===== src/rlt_pkg.sv =====
package rlt_pkg;

    // ----------------------------------------
    // Clock and link timing
    // ----------------------------------------
    localparam int SYS_PERIOD_NS = 10;
    localparam int BIT_PERIOD_NS = 40;
    localparam int BIT_CYC = (BIT_PERIOD_NS + SYS_PERIOD_NS - 1) / SYS_PERIOD_NS;
    localparam int BIT_HALF = BIT_CYC / 2;
    localparam int TICK_HIGH_CYC = 4;
    localparam int TICK_LOW_CYC = 3;

    // ----------------------------------------
    // Serial character layout
    // ----------------------------------------
    localparam int CHAR_BITS = 10;
    localparam int KIND_POS = 0;
    localparam int CNT_W = 4;
    localparam logic [CNT_W-1:0] LAST_BIT = 4'h9;
    localparam logic [CNT_W-1:0] LAST_CYC = CNT_W'(BIT_CYC - 1);
    localparam logic [CNT_W-1:0] HALF_CYC = CNT_W'(BIT_HALF - 1);
    localparam logic [CNT_W-1:0] TICK_HIGH_LAST = CNT_W'(TICK_HIGH_CYC - 1);
    localparam logic [CNT_W-1:0] TICK_LOW_LAST = CNT_W'(TICK_LOW_CYC - 1);

    // ----------------------------------------
    // Output queue
    // ----------------------------------------
    localparam int FIFO_AW = 4;
    localparam int FIFO_DEPTH = 16;

    // ----------------------------------------
    // Carriers and reset values
    // ----------------------------------------
    typedef struct packed {
        logic eop;
        logic [7:0] data;
    } rlt_char_s;

    typedef struct packed {
        logic [1:0] flags;
        logic [5:0] value;
    } rlt_tc_s;

    localparam rlt_char_s CHAR_RESET = 9'h000;
    localparam rlt_tc_s TC_RESET = 8'h00;

    // ----------------------------------------
    // State machines
    // ----------------------------------------
    typedef enum logic [2:0] {
        ARB_IDLE = 3'b001,
        ARB_RX = 3'b010,
        ARB_EXT = 3'b100
    } rlt_arb_e;

    typedef enum logic [1:0] {
        TX_IDLE = 2'b01,
        TX_SEND = 2'b10
    } rlt_tx_e;

    typedef enum logic [2:0] {
        TK_IDLE = 3'b001,
        TK_HIGH = 3'b010,
        TK_LOW = 3'b100
    } rlt_tick_e;

    function automatic logic rose(input logic now, input logic was);
        rose = now & ~was;
    endfunction

endpackage


===== src/rlt_router_timing.sv =====
`timescale 1ns/1ps
// What this block does
// - A finished output packet lets a waiting input be connected within four clocks.
// - A received data character clears the output port empty flag within 5 rx + 8 sys.
// - A character written to input port A leaves the transmitter within 4 sys + 23 tx.
// - A character written to one external port shows at the other within five clocks.
// - A received time-code is fully retransmitted within 5 rx + 6 sys + 16 tx periods.
// - A received time-code raises the tick output within 5 rx + 8 sys periods.
// - A tick input rising edge gives a sent time-code within 6 sys + 16 tx periods.
// - A waiting time-code is held back by at most one data character.
// - Each tick output pulse is four clocks high then three low, value at the fall.
// - One transmit or receive clock period spans two bit periods.
// - Full, empty and read data change only on rising clock edges.
// - Received time-codes reach the external interface only when it is enabled.
module rlt_router_timing
    import rlt_pkg::*;
(
    // Clock and reset
    input wire logic ref_clk,
    input wire logic reset_n,
    // External input port to serial transmitter
    input wire logic extAWrEn,
    input wire rlt_char_s extAWrData,
    output logic extAFull,
    // External input port to external output port
    input wire logic extBWrEn,
    input wire rlt_char_s extBWrData,
    output logic extBFull,
    // External output port
    input wire logic extRdEn,
    output rlt_char_s extRdData,
    output logic extEmpty,
    // Time-code interface
    input wire logic external_time_pulse_input,
    input wire logic time_counter_clear_input,
    input wire logic tcExtEnable,
    output logic external_time_pulse_output,
    output rlt_tc_s tcOutValue,
    // Serial receiver pins
    input wire logic rxLinkClk,
    input wire logic rxLinkFrame,
    input wire logic rxLinkBit,
    // Serial transmitter pins
    output logic txLinkClk,
    output logic txLinkFrame,
    output logic txLinkBit
);

    // ----------------------------------------
    // Pin synchronisers
    // ----------------------------------------
    logic [4:0] pinRaw;
    logic [4:0] pinS1_q, pinS2_q, pinS3_q;

    assign pinRaw = {time_counter_clear_input, external_time_pulse_input,
                     rxLinkBit, rxLinkFrame, rxLinkClk};

    always_ff @(posedge ref_clk or negedge reset_n) begin
        if (!reset_n) begin
            pinS1_q <= 5'h00;
            pinS2_q <= 5'h00;
            pinS3_q <= 5'h00;
        end else begin
            pinS1_q <= pinRaw;
            pinS2_q <= pinS1_q;
            pinS3_q <= pinS2_q;
        end
    end

    logic linkEdge, tickInRise, timeClr, rxFrame, rxBit;
    assign linkEdge = pinS2_q[0] ^ pinS3_q[0];
    assign rxFrame = pinS2_q[1];
    assign rxBit = pinS2_q[2];
    assign tickInRise = rose(pinS2_q[3], pinS3_q[3]);
    assign timeClr = pinS2_q[4];

    // ----------------------------------------
    // Serial receiver
    // ----------------------------------------
    logic [CHAR_BITS-1:0] rxShift_q, rxShift_d, rxWord;
    logic [CNT_W-1:0] rxCnt_q, rxCnt_d;
    rlt_char_s rxHold_q, rxHold_d;
    logic rxHoldValid_q, rxHoldValid_d;
    rlt_tc_s rxTc_q, rxTc_d;
    logic rxTcEvt_q, rxTcEvt_d;
    logic rxPop;

    assign rxWord = {rxBit, rxShift_q[CHAR_BITS-1:1]};

    always_comb begin
        rxShift_d = rxShift_q;
        rxCnt_d = rxCnt_q;
        rxHold_d = rxHold_q;
        rxHoldValid_d = rxHoldValid_q & ~rxPop;
        rxTc_d = rxTc_q;
        rxTcEvt_d = 1'b0;
        if (!rxFrame) begin
            rxCnt_d = 4'h0;
        end else if (linkEdge) begin
            rxShift_d = rxWord;
            rxCnt_d = rxCnt_q + 4'h1;
            if (rxCnt_q == LAST_BIT) begin
                rxCnt_d = 4'h0;
                if (rxWord[KIND_POS]) begin
                    rxTc_d = rxWord[8:1];
                    rxTcEvt_d = 1'b1;
                end else if (!rxHoldValid_d) begin
                    rxHold_d = rxWord[9:1];
                    rxHoldValid_d = 1'b1;
                end
            end
        end
    end

    always_ff @(posedge ref_clk or negedge reset_n) begin
        if (!reset_n) begin
            rxShift_q <= 10'h000;
            rxCnt_q <= 4'h0;
            rxHold_q <= CHAR_RESET;
            rxHoldValid_q <= 1'b0;
            rxTc_q <= TC_RESET;
            rxTcEvt_q <= 1'b0;
        end else begin
            rxShift_q <= rxShift_d;
            rxCnt_q <= rxCnt_d;
            rxHold_q <= rxHold_d;
            rxHoldValid_q <= rxHoldValid_d;
            rxTc_q <= rxTc_d;
            rxTcEvt_q <= rxTcEvt_d;
        end
    end

    // ----------------------------------------
    // External input holds
    // ----------------------------------------
    rlt_char_s extA_q, extA_d, extB_q, extB_d;
    logic extAValid_q, extAValid_d, extBValid_q, extBValid_d;
    logic extAPop, extBPop;

    always_comb begin
        extA_d = extA_q;
        extB_d = extB_q;
        extAValid_d = extAValid_q & ~extAPop;
        extBValid_d = extBValid_q & ~extBPop;
        if (extAWrEn && !extAValid_q) begin
            extA_d = extAWrData;
            extAValid_d = 1'b1;
        end
        if (extBWrEn && !extBValid_q) begin
            extB_d = extBWrData;
            extBValid_d = 1'b1;
        end
    end

    always_ff @(posedge ref_clk or negedge reset_n) begin
        if (!reset_n) begin
            extA_q <= CHAR_RESET;
            extB_q <= CHAR_RESET;
            extAValid_q <= 1'b0;
            extBValid_q <= 1'b0;
        end else begin
            extA_q <= extA_d;
            extB_q <= extB_d;
            extAValid_q <= extAValid_d;
            extBValid_q <= extBValid_d;
        end
    end

    assign extAFull = extAValid_q;
    assign extBFull = extBValid_q;

    // ----------------------------------------
    // Output port arbiter and queue
    // ----------------------------------------
    rlt_arb_e arb_q, arb_d;
    logic lastRx_q, lastRx_d;
    logic [FIFO_AW:0] wrPtr_q, wrPtr_d, rdPtr_q, rdPtr_d;
    logic empty_q, empty_d;
    logic qFull, push, pop;
    rlt_char_s pushData;

    assign qFull = (wrPtr_q[FIFO_AW] != rdPtr_q[FIFO_AW])
                   && (wrPtr_q[FIFO_AW-1:0] == rdPtr_q[FIFO_AW-1:0]);
    // read enable taken at the edge
    assign pop = extRdEn & ~empty_q;

    always_comb begin
        arb_d = arb_q;
        lastRx_d = lastRx_q;
        push = 1'b0;
        pushData = extB_q;
        rxPop = 1'b0;
        extBPop = 1'b0;
        unique case (arb_q)
            ARB_IDLE: begin
                if (rxHoldValid_q && (!extBValid_q || !lastRx_q)) begin
                    arb_d = ARB_RX;
                    lastRx_d = 1'b1;
                end else if (extBValid_q) begin
                    arb_d = ARB_EXT;
                    lastRx_d = 1'b0;
                end
            end
            ARB_RX: begin
                pushData = rxHold_q;
                if (rxHoldValid_q && !qFull) begin
                    push = 1'b1;
                    rxPop = 1'b1;
                    if (rxHold_q.eop) begin
                        arb_d = ARB_IDLE;
                    end
                end
            end
            ARB_EXT: begin
                // port to port in few clocks
                if (extBValid_q && !qFull) begin
                    push = 1'b1;
                    extBPop = 1'b1;
                    if (extB_q.eop) begin
                        arb_d = ARB_IDLE;
                    end
                end
            end
        endcase
        wrPtr_d = wrPtr_q + (FIFO_AW+1)'(push);
        rdPtr_d = rdPtr_q + (FIFO_AW+1)'(pop);
        empty_d = (wrPtr_d == rdPtr_d);
    end

    always_ff @(posedge ref_clk or negedge reset_n) begin
        if (!reset_n) begin
            arb_q <= ARB_IDLE;
            lastRx_q <= 1'b0;
            wrPtr_q <= '0;
            rdPtr_q <= '0;
            empty_q <= 1'b1;
        end else begin
            arb_q <= arb_d;
            lastRx_q <= lastRx_d;
            wrPtr_q <= wrPtr_d;
            rdPtr_q <= rdPtr_d;
            empty_q <= empty_d;
        end
    end

    assign extEmpty = empty_q;

    rlt_char_mem u_mem (
        .ref_clk(ref_clk),
        .reset_n(reset_n),
        .wrEn(push),
        .wrAddr(wrPtr_q[FIFO_AW-1:0]),
        .wrData(pushData),
        .rdEn(pop),
        .rdAddr(rdPtr_q[FIFO_AW-1:0]),
        .rdData(extRdData)
    );

    // ----------------------------------------
    // Time-code handling
    // ----------------------------------------
    rlt_tc_s time_q, time_d, txTc_q, txTc_d;
    logic txTcPend_q, txTcPend_d, txTcTake;
    logic extEvt;

    assign extEvt = rxTcEvt_q & tcExtEnable;

    always_comb begin
        time_d = time_q;
        txTc_d = txTc_q;
        txTcPend_d = txTcPend_q & ~txTcTake;
        if (timeClr) begin
            time_d = TC_RESET;
        end else if (rxTcEvt_q) begin
            time_d = rxTc_q;
            txTc_d = rxTc_q;
            txTcPend_d = 1'b1;
        end else if (tickInRise) begin
            time_d.value = time_q.value + 6'h01;
            txTc_d = time_d;
            txTcPend_d = 1'b1;
        end
    end

    always_ff @(posedge ref_clk or negedge reset_n) begin
        if (!reset_n) begin
            time_q <= TC_RESET;
            txTc_q <= TC_RESET;
            txTcPend_q <= 1'b0;
        end else begin
            time_q <= time_d;
            txTc_q <= txTc_d;
            txTcPend_q <= txTcPend_d;
        end
    end

    // ----------------------------------------
    // Tick output pulse
    // ----------------------------------------
    rlt_tick_e tick_q, tick_d;
    logic [CNT_W-1:0] tickCnt_q, tickCnt_d;
    rlt_tc_s tickVal_q, tickVal_d, tcOut_q, tcOut_d;
    logic tickPend_q, tickPend_d;

    always_comb begin
        tick_d = tick_q;
        tickCnt_d = tickCnt_q + 4'h1;
        tickVal_d = tickVal_q;
        tcOut_d = tcOut_q;
        tickPend_d = tickPend_q;
        if (extEvt) begin
            tickVal_d = rxTc_q;
            tickPend_d = 1'b1;
        end
        unique case (tick_q)
            TK_IDLE: begin
                tickCnt_d = 4'h0;
                if (tickPend_d) begin
                    tick_d = TK_HIGH;
                    tickPend_d = 1'b0;
                end
            end
            TK_HIGH: begin
                // four high then value at fall
                if (tickCnt_q == TICK_HIGH_LAST) begin
                    tick_d = TK_LOW;
                    tickCnt_d = 4'h0;
                    tcOut_d = tickVal_q;
                end
            end
            TK_LOW: begin
                if (tickCnt_q == TICK_LOW_LAST) begin
                    tick_d = TK_IDLE;
                end
            end
        endcase
    end

    always_ff @(posedge ref_clk or negedge reset_n) begin
        if (!reset_n) begin
            tick_q <= TK_IDLE;
            tickCnt_q <= 4'h0;
            tickVal_q <= TC_RESET;
            tcOut_q <= TC_RESET;
            tickPend_q <= 1'b0;
        end else begin
            tick_q <= tick_d;
            tickCnt_q <= tickCnt_d;
            tickVal_q <= tickVal_d;
            tcOut_q <= tcOut_d;
            tickPend_q <= tickPend_d;
        end
    end

    assign external_time_pulse_output = (tick_q == TK_HIGH);
    assign tcOutValue = tcOut_q;

    // ----------------------------------------
    // Serial transmitter
    // ----------------------------------------
    rlt_tx_e tx_q, tx_d;
    logic [CHAR_BITS-1:0] txShift_q, txShift_d;
    logic [CNT_W-1:0] txBit_q, txBit_d, txCyc_q, txCyc_d;
    logic txClk_q, txClk_d, txFrame_q, txFrame_d;

    always_comb begin
        tx_d = tx_q;
        txShift_d = txShift_q;
        txBit_d = txBit_q;
        txCyc_d = txCyc_q + 4'h1;
        txClk_d = txClk_q;
        txFrame_d = txFrame_q;
        txTcTake = 1'b0;
        extAPop = 1'b0;
        unique case (tx_q)
            TX_IDLE: begin
                txCyc_d = 4'h0;
                txBit_d = 4'h0;
                txFrame_d = 1'b0;
                if (txTcPend_q) begin
                    txShift_d = {1'b0, txTc_q, 1'b1};
                    txTcTake = 1'b1;
                    tx_d = TX_SEND;
                    txFrame_d = 1'b1;
                end else if (extAValid_q) begin
                    txShift_d = {extA_q, 1'b0};
                    extAPop = 1'b1;
                    tx_d = TX_SEND;
                    txFrame_d = 1'b1;
                end
            end
            TX_SEND: begin
                if (txCyc_q == HALF_CYC) begin
                    txClk_d = ~txClk_q;
                end
                if (txCyc_q == LAST_CYC) begin
                    txCyc_d = 4'h0;
                    txBit_d = txBit_q + 4'h1;
                    txShift_d = {1'b0, txShift_q[CHAR_BITS-1:1]};
                    if (txBit_q == LAST_BIT) begin
                        tx_d = TX_IDLE;
                        txFrame_d = 1'b0;
                    end
                end
            end
        endcase
    end

    always_ff @(posedge ref_clk or negedge reset_n) begin
        if (!reset_n) begin
            tx_q <= TX_IDLE;
            txShift_q <= 10'h000;
            txBit_q <= 4'h0;
            txCyc_q <= 4'h0;
            txClk_q <= 1'b0;
            txFrame_q <= 1'b0;
        end else begin
            tx_q <= tx_d;
            txShift_q <= txShift_d;
            txBit_q <= txBit_d;
            txCyc_q <= txCyc_d;
            txClk_q <= txClk_d;
            txFrame_q <= txFrame_d;
        end
    end

    assign txLinkClk = txClk_q;
    assign txLinkFrame = txFrame_q;
    assign txLinkBit = txShift_q[0];

endmodule


===== src/rlt_char_mem.sv =====
`timescale 1ns/1ps
module rlt_char_mem
    import rlt_pkg::*;
(
    // Clock and reset
    input wire logic ref_clk,
    input wire logic reset_n,
    // Write side
    input wire logic wrEn,
    input wire logic [FIFO_AW-1:0] wrAddr,
    input wire rlt_char_s wrData,
    // Read side
    input wire logic rdEn,
    input wire logic [FIFO_AW-1:0] rdAddr,
    output rlt_char_s rdData
);

    rlt_char_s store [FIFO_DEPTH];
    rlt_char_s rdData_q;

    always_ff @(posedge ref_clk) begin
        if (wrEn) begin
            store[wrAddr] <= wrData;
        end
    end

    always_ff @(posedge ref_clk or negedge reset_n) begin
        if (!reset_n) begin
            rdData_q <= CHAR_RESET;
        end else if (rdEn) begin
            rdData_q <= store[rdAddr];
        end
    end

    assign rdData = rdData_q;

endmodule


===== config.mk =====
export PLATFORM = sky130hd
export DESIGN_NAME = rlt_router_timing
export DESIGN_NICKNAME = d
export VERILOG_FILES = /design/src/rlt_pkg.sv /design/src/rlt_router_timing.sv /design/src/rlt_char_mem.sv
export SDC_FILE = /design/constraint.sdc
export NUM_CORES = 1
export LEC_CHECK = 0
export BUFFER_PORTS_ARGS = -buffer_cell sky130_fd_sc_hd__buf_2
export CAP_MARGIN = 10
export CORE_MARGIN = 4
export CORE_UTILIZATION = 40
export CTS_CLUSTER_DIAMETER = 30
export DETAILED_ROUTE_END_ITERATION = 12
export GPL_TIMING_DRIVEN = 0
export PLACE_DENSITY = 0.56
export RECOVER_POWER = 100
export SLEW_MARGIN = 20
export SYNTH_ARGS = -nofsm -noshare
export SYNTH_HDL_FRONTEND = slang
export SYNTH_SLANG_ARGS = --single-unit
export TNS_END_PERCENT = 5

===== constraint.sdc =====
create_clock -name ref_clk -period 4.35 [get_ports ref_clk]
set_clock_uncertainty 0.2 [all_clocks]
set_input_delay 0.435 -clock ref_clk [delete_from_list [all_inputs] [get_ports ref_clk]]
set_output_delay 0.435 -clock ref_clk [all_outputs]
set_load 0.01 [all_outputs]

==> summary.txt <==
Power and ir drop
  • Net Switching: 3.24 mW
  • Leakage power: 6.29 nW
  • Internal cell power: 7.79 mW
  • Power per cell area: 712 nW/um^2
  • Clk pwr share: 45.6%
  • Switching share of power: 29.4%
  • Comb pwr share: 20.4%
  • Seq pwr share: 34.0%
  • Maximum vdd drop: 0.477 mV

Route
  • Final WL: 26800 um
  • 1st-iter DRT viols: 482
  • Antenna Nets Post-Route: 0
  • Routed vias: 7406
  • DR pass1 iterations: 5
  • DR DRC count: 0
  • Wire per inst: 18.2 um
  • Vias/cell: 5.04

Critical path
  • Largest delay share family, worst path: buffers and inverters
  • CP Data Required Time: 4.56 ns
  • CP Buf/Inv Count: 3
  • Worst Setup Start Kind: flip-flop
  • Crit path DAT: 3.98 ns
  • Worst path slowest cell: o21ai_2
  • Crit Path Max Fanout: 10
  • Worst path max stage delay: 0.48 ns
  • Worst-path cell chain: clkbuf_1, xnor2_1, nand3_1, o21ai_2, clkbuf_1, inv_1, ha_1, ha_1, nand3_1, xnor2_1, xor2_1, nor4_1
  • Crit path capture type: flip-flop
  • CP Class: flip-flop to flip-flop

Layout
  • Share of cells above drive strength 1: 19.3%
  • Fin nets: 1067
  • # fillers: 2564
  • Finished Layout Cells: 1470
  • Ant. Diodes: 0
  • Area delta synth->final: 27.5%
  • Final Core Density: 52.0%

STA
  • Period utilization: 86.6%
  • Pin slew with the least headroom to its limit: 2.90 ns
  • Max transition margin: -93.6%
  • Final slew viol count: 71
  • Total negative setup slack: 0 ns
  • # setup viols final: 0
  • Final Hold Fails: 0
  • RSZ-0062 raised after global routing: no
  • FMAX: 266 MHz
  • Fin crit period: 3.77 ns

Yosys
  • Syn. warnings: 0
  • Synthesized Nets: 908
  • Ys flop type: dfrtp_1
  • Syn_area_per_cell: 14.0 um^2
  • Cell Area, Synth: 12100 um^2
  • Sequential fraction of the synthesis area: 66.7%
  • #FFs+latches synth: 295
  • Number of synthesized flops with an enable pin: 144
  • Gate Count Post-Synth: 866
  • Synth cell types: 50
  • Async SR Flop Fraction: 51.2%

Floorplan
  • Starting Density: 40.8%
  • Core area: 29800 um^2
  • I/O Pins: 53
  • Die ar.: 33200 um^2
  • Rows: 63
  • Die Span Y: 182 um
  • Die X: 182 um

GRT
  • Number of global-route vias before repair: 7783
  • Largest net degree at the start of global routing: 92
  • Antenna violations before repair: 0
  • GRT Total Usage: 16.4%
  • Remaining global-route overflow: 0
  • First-pass GRT wire length: 43000 um

Job
  • Max-Cap Viols: 2

Clock network
  • Post CTS Setup Buffer Count: 0
  • Worst skew pair latency: 0.54 ns
  • Max Root-Sink Buffers: 3
  • CTS tree: built
  • CTS Root Cell: clkbuf_16
  • TritonCTS Buffers: 68
  • CTS H-tree lvls: 3
  • Clk sinks: 295
  • CTS clk-pin slew, worst paths: 0.05 ns

Status
  • Status: finished, violations left
  • Failing checks: capacitance limit, slew limit

Placed design
  • Dpl hpwl: 17200 um
  • GPL Wtd Cong: 0.802
  • Port bufs: 52
  • Placed cells: 1320

Hold path
  • Hold Path Class: flip-flop to flip-flop
[flip-flops by register name, indices dropped and copies added (netlist names), 3 cells and up]
name	cells
arb_q	3
extA_q	9
extB_q	9
pinS1_q	5
pinS2_q	5
rdPtr_q	5
rxCnt_q	4
rxHold_q	9
rxShift_q	9
rxTc_q	8
tcOutValue	8
tickCnt_q	4
tickVal_q	8
tick_q	3
time_q	8
txBit_q	4
txCyc_q	4
txShift_q	10
txTc_q	8
u_mem.rdData	9
u_mem.store	144
wrPtr_q	5
[final cells by class]
type / instances / area [um^2] / area share [%]
sequential: 295 / 8110 / 52.3
timing repair buffer: 89 / 556 / 3.58
clock inverter: 33 / 399 / 2.58
multi-input combinational: 518 / 3820 / 24.7
tap: 390 / 488 / 3.15
buffer: 41 / 163 / 1.05
clock buffer: 92 / 1920 / 12.4
inverter: 12 / 45.0 / 0.291
[cells in the mapped netlist (5+ instances only)]
library cell,n,area (um^2)
dfrtp_1,147,3680
edfxtp_1,144,4320
mux2i_1,88,881
mux2_2,69,777
nand2_1,56,210
nor2_1,44,165
a21oi_1,41,205
o21ai_0,34,170
clkbuf_1,30,113
nand3_1,21,105
xnor2_1,19,166
a22oi_1,18,135
nand2b_1,15,93.8
nor3_1,15,75.1
ha_1,13,163
xor2_1,13,114
inv_1,12,45.0
nor2b_1,10,62.6
a32oi_1,9,78.8
buf_2,7,35.0
nor4_1,6,37.5
nand3b_1,5,37.5
[power by group through the flow]
stage	registers (mW)	logic, mW	clock network [mW]
floorplan	3.73	1.47	0
global placement	3.79	2.22	0
detailed placement	3.79	2.32	0
CTS	3.75	2.35	5.14
global route	3.79	2.47	5.30
finish	3.75	2.25	5.03
[per-stage QoR]
stage	total power, mW	instance area (um^2)	hold WS (ns)	worst slack (ns)
2_1_floorplan	5.20	12100	-0.0606	1.37
3_3_place_gp	6.00	12900	0.132	0.211
3_5_place_dp	6.11	13100	0.135	0.0705
4_1_cts	11.2	15700	0.145	0.0713
5_1_grt	11.6	15500	0.149	0.246
6_report	11.0	15500	0.144	0.585
[worst register-to-register path, delay by kind of cell, from the launching register on]
family | cells | cell delay (ns)
and+or+nand+nor | 3 | 0.73
buffers and inverters | 3 | 0.97
adders and majority gates | 2 | 0.47
xor gates and xnor gates | 3 | 0.44
AOI/OAI and AO/OA | 1 | 0.48
DFF | 1 | 0.34
[worst paths after layout]
kind	slack, ns	endpoint	startpoint	cells past startpoint
worst max-delay path	0.58	extEmpty	rdPtr_q[0]	12
worst min-delay path	0.14	pinS2_q[2]	pinS1_q[2]	0
worst max register to register	0.58	extEmpty	rdPtr_q[0]	12
worst min register to register	0.14	pinS2_q[2]	pinS1_q[2]	0
max in group asynchronous	0.91	txShift_q[3]	reset_n	2
min in group asynchronous	1.38	tickVal_q[0]	reset_n	2
[per-layer routing]
metal  up-vias  track usage (%)  part of all wire (%)
met2       155             25.7                    46
met4         0             6.42                   3.0
met3        67             3.51                   4.3
met5         -                0                     0
met1      3662             22.6                    46
li1       3522                -                     -
[cell families after synthesis]
family | Yosys count | synth area share [%]
XOR/XNOR | 32 | 2.31
AO/OA/AOI/OAI | 126 | 6.55
flip-flops | 295 | 66.7
adder cells (fa/ha/maj) | 13 | 1.34
multiplexers | 157 | 13.6
buffers and inverters | 53 | 1.77
AND/OR/NAND/NOR | 190 | 7.65
[cell usage in the layout (no fill, tap or decap), types with 5 or more instances in the layout]
| cell type | netlist | final |
|---|---|---|
| a32oi_1 | 9 | 9 |
| xnor2_1 | 19 | 19 |
| ha_1 | 13 | 13 |
| bufinv_16 | 0 | 7 |
| mux2i_1 | 88 | 88 |
| clkbuf_1 | 30 | 82 |
| mux2_2 | 69 | 60 |
| nor2_1 | 44 | 44 |
| dlygate4sd3_1 | 0 | 25 |
| clkinv_2 | 0 | 11 |
| nor3_1 | 15 | 15 |
| edfxtp_1 | 144 | 144 |
| nand2_1 | 56 | 56 |
| mux2_1 | 0 | 9 |
| nor4_1 | 6 | 6 |
| a21oi_1 | 41 | 41 |
| buf_2 | 7 | 35 |
| o21ai_0 | 34 | 35 |
| nand3_1 | 21 | 22 |
| nor2b_1 | 10 | 10 |
| clkbuf_16 | 0 | 72 |
| nand2b_1 | 15 | 15 |
| inv_1 | 12 | 12 |
| nand3b_1 | 5 | 5 |
| a22oi_1 | 18 | 18 |
| xor2_1 | 13 | 13 |
| clkinvlp_4 | 0 | 5 |
| dfrtp_1 | 147 | 147 |
[what timing repair did]
| item | CTS | global route |
|---|---|---|
| hold buffers | 25 | 0 |
| endpoints found under the setup margin | 0 | 1 |
| resized for setup | 0 | 1 |
| endpoints found under the hold margin | 84 | 0 |
Power figures use the tool's default switching activity.
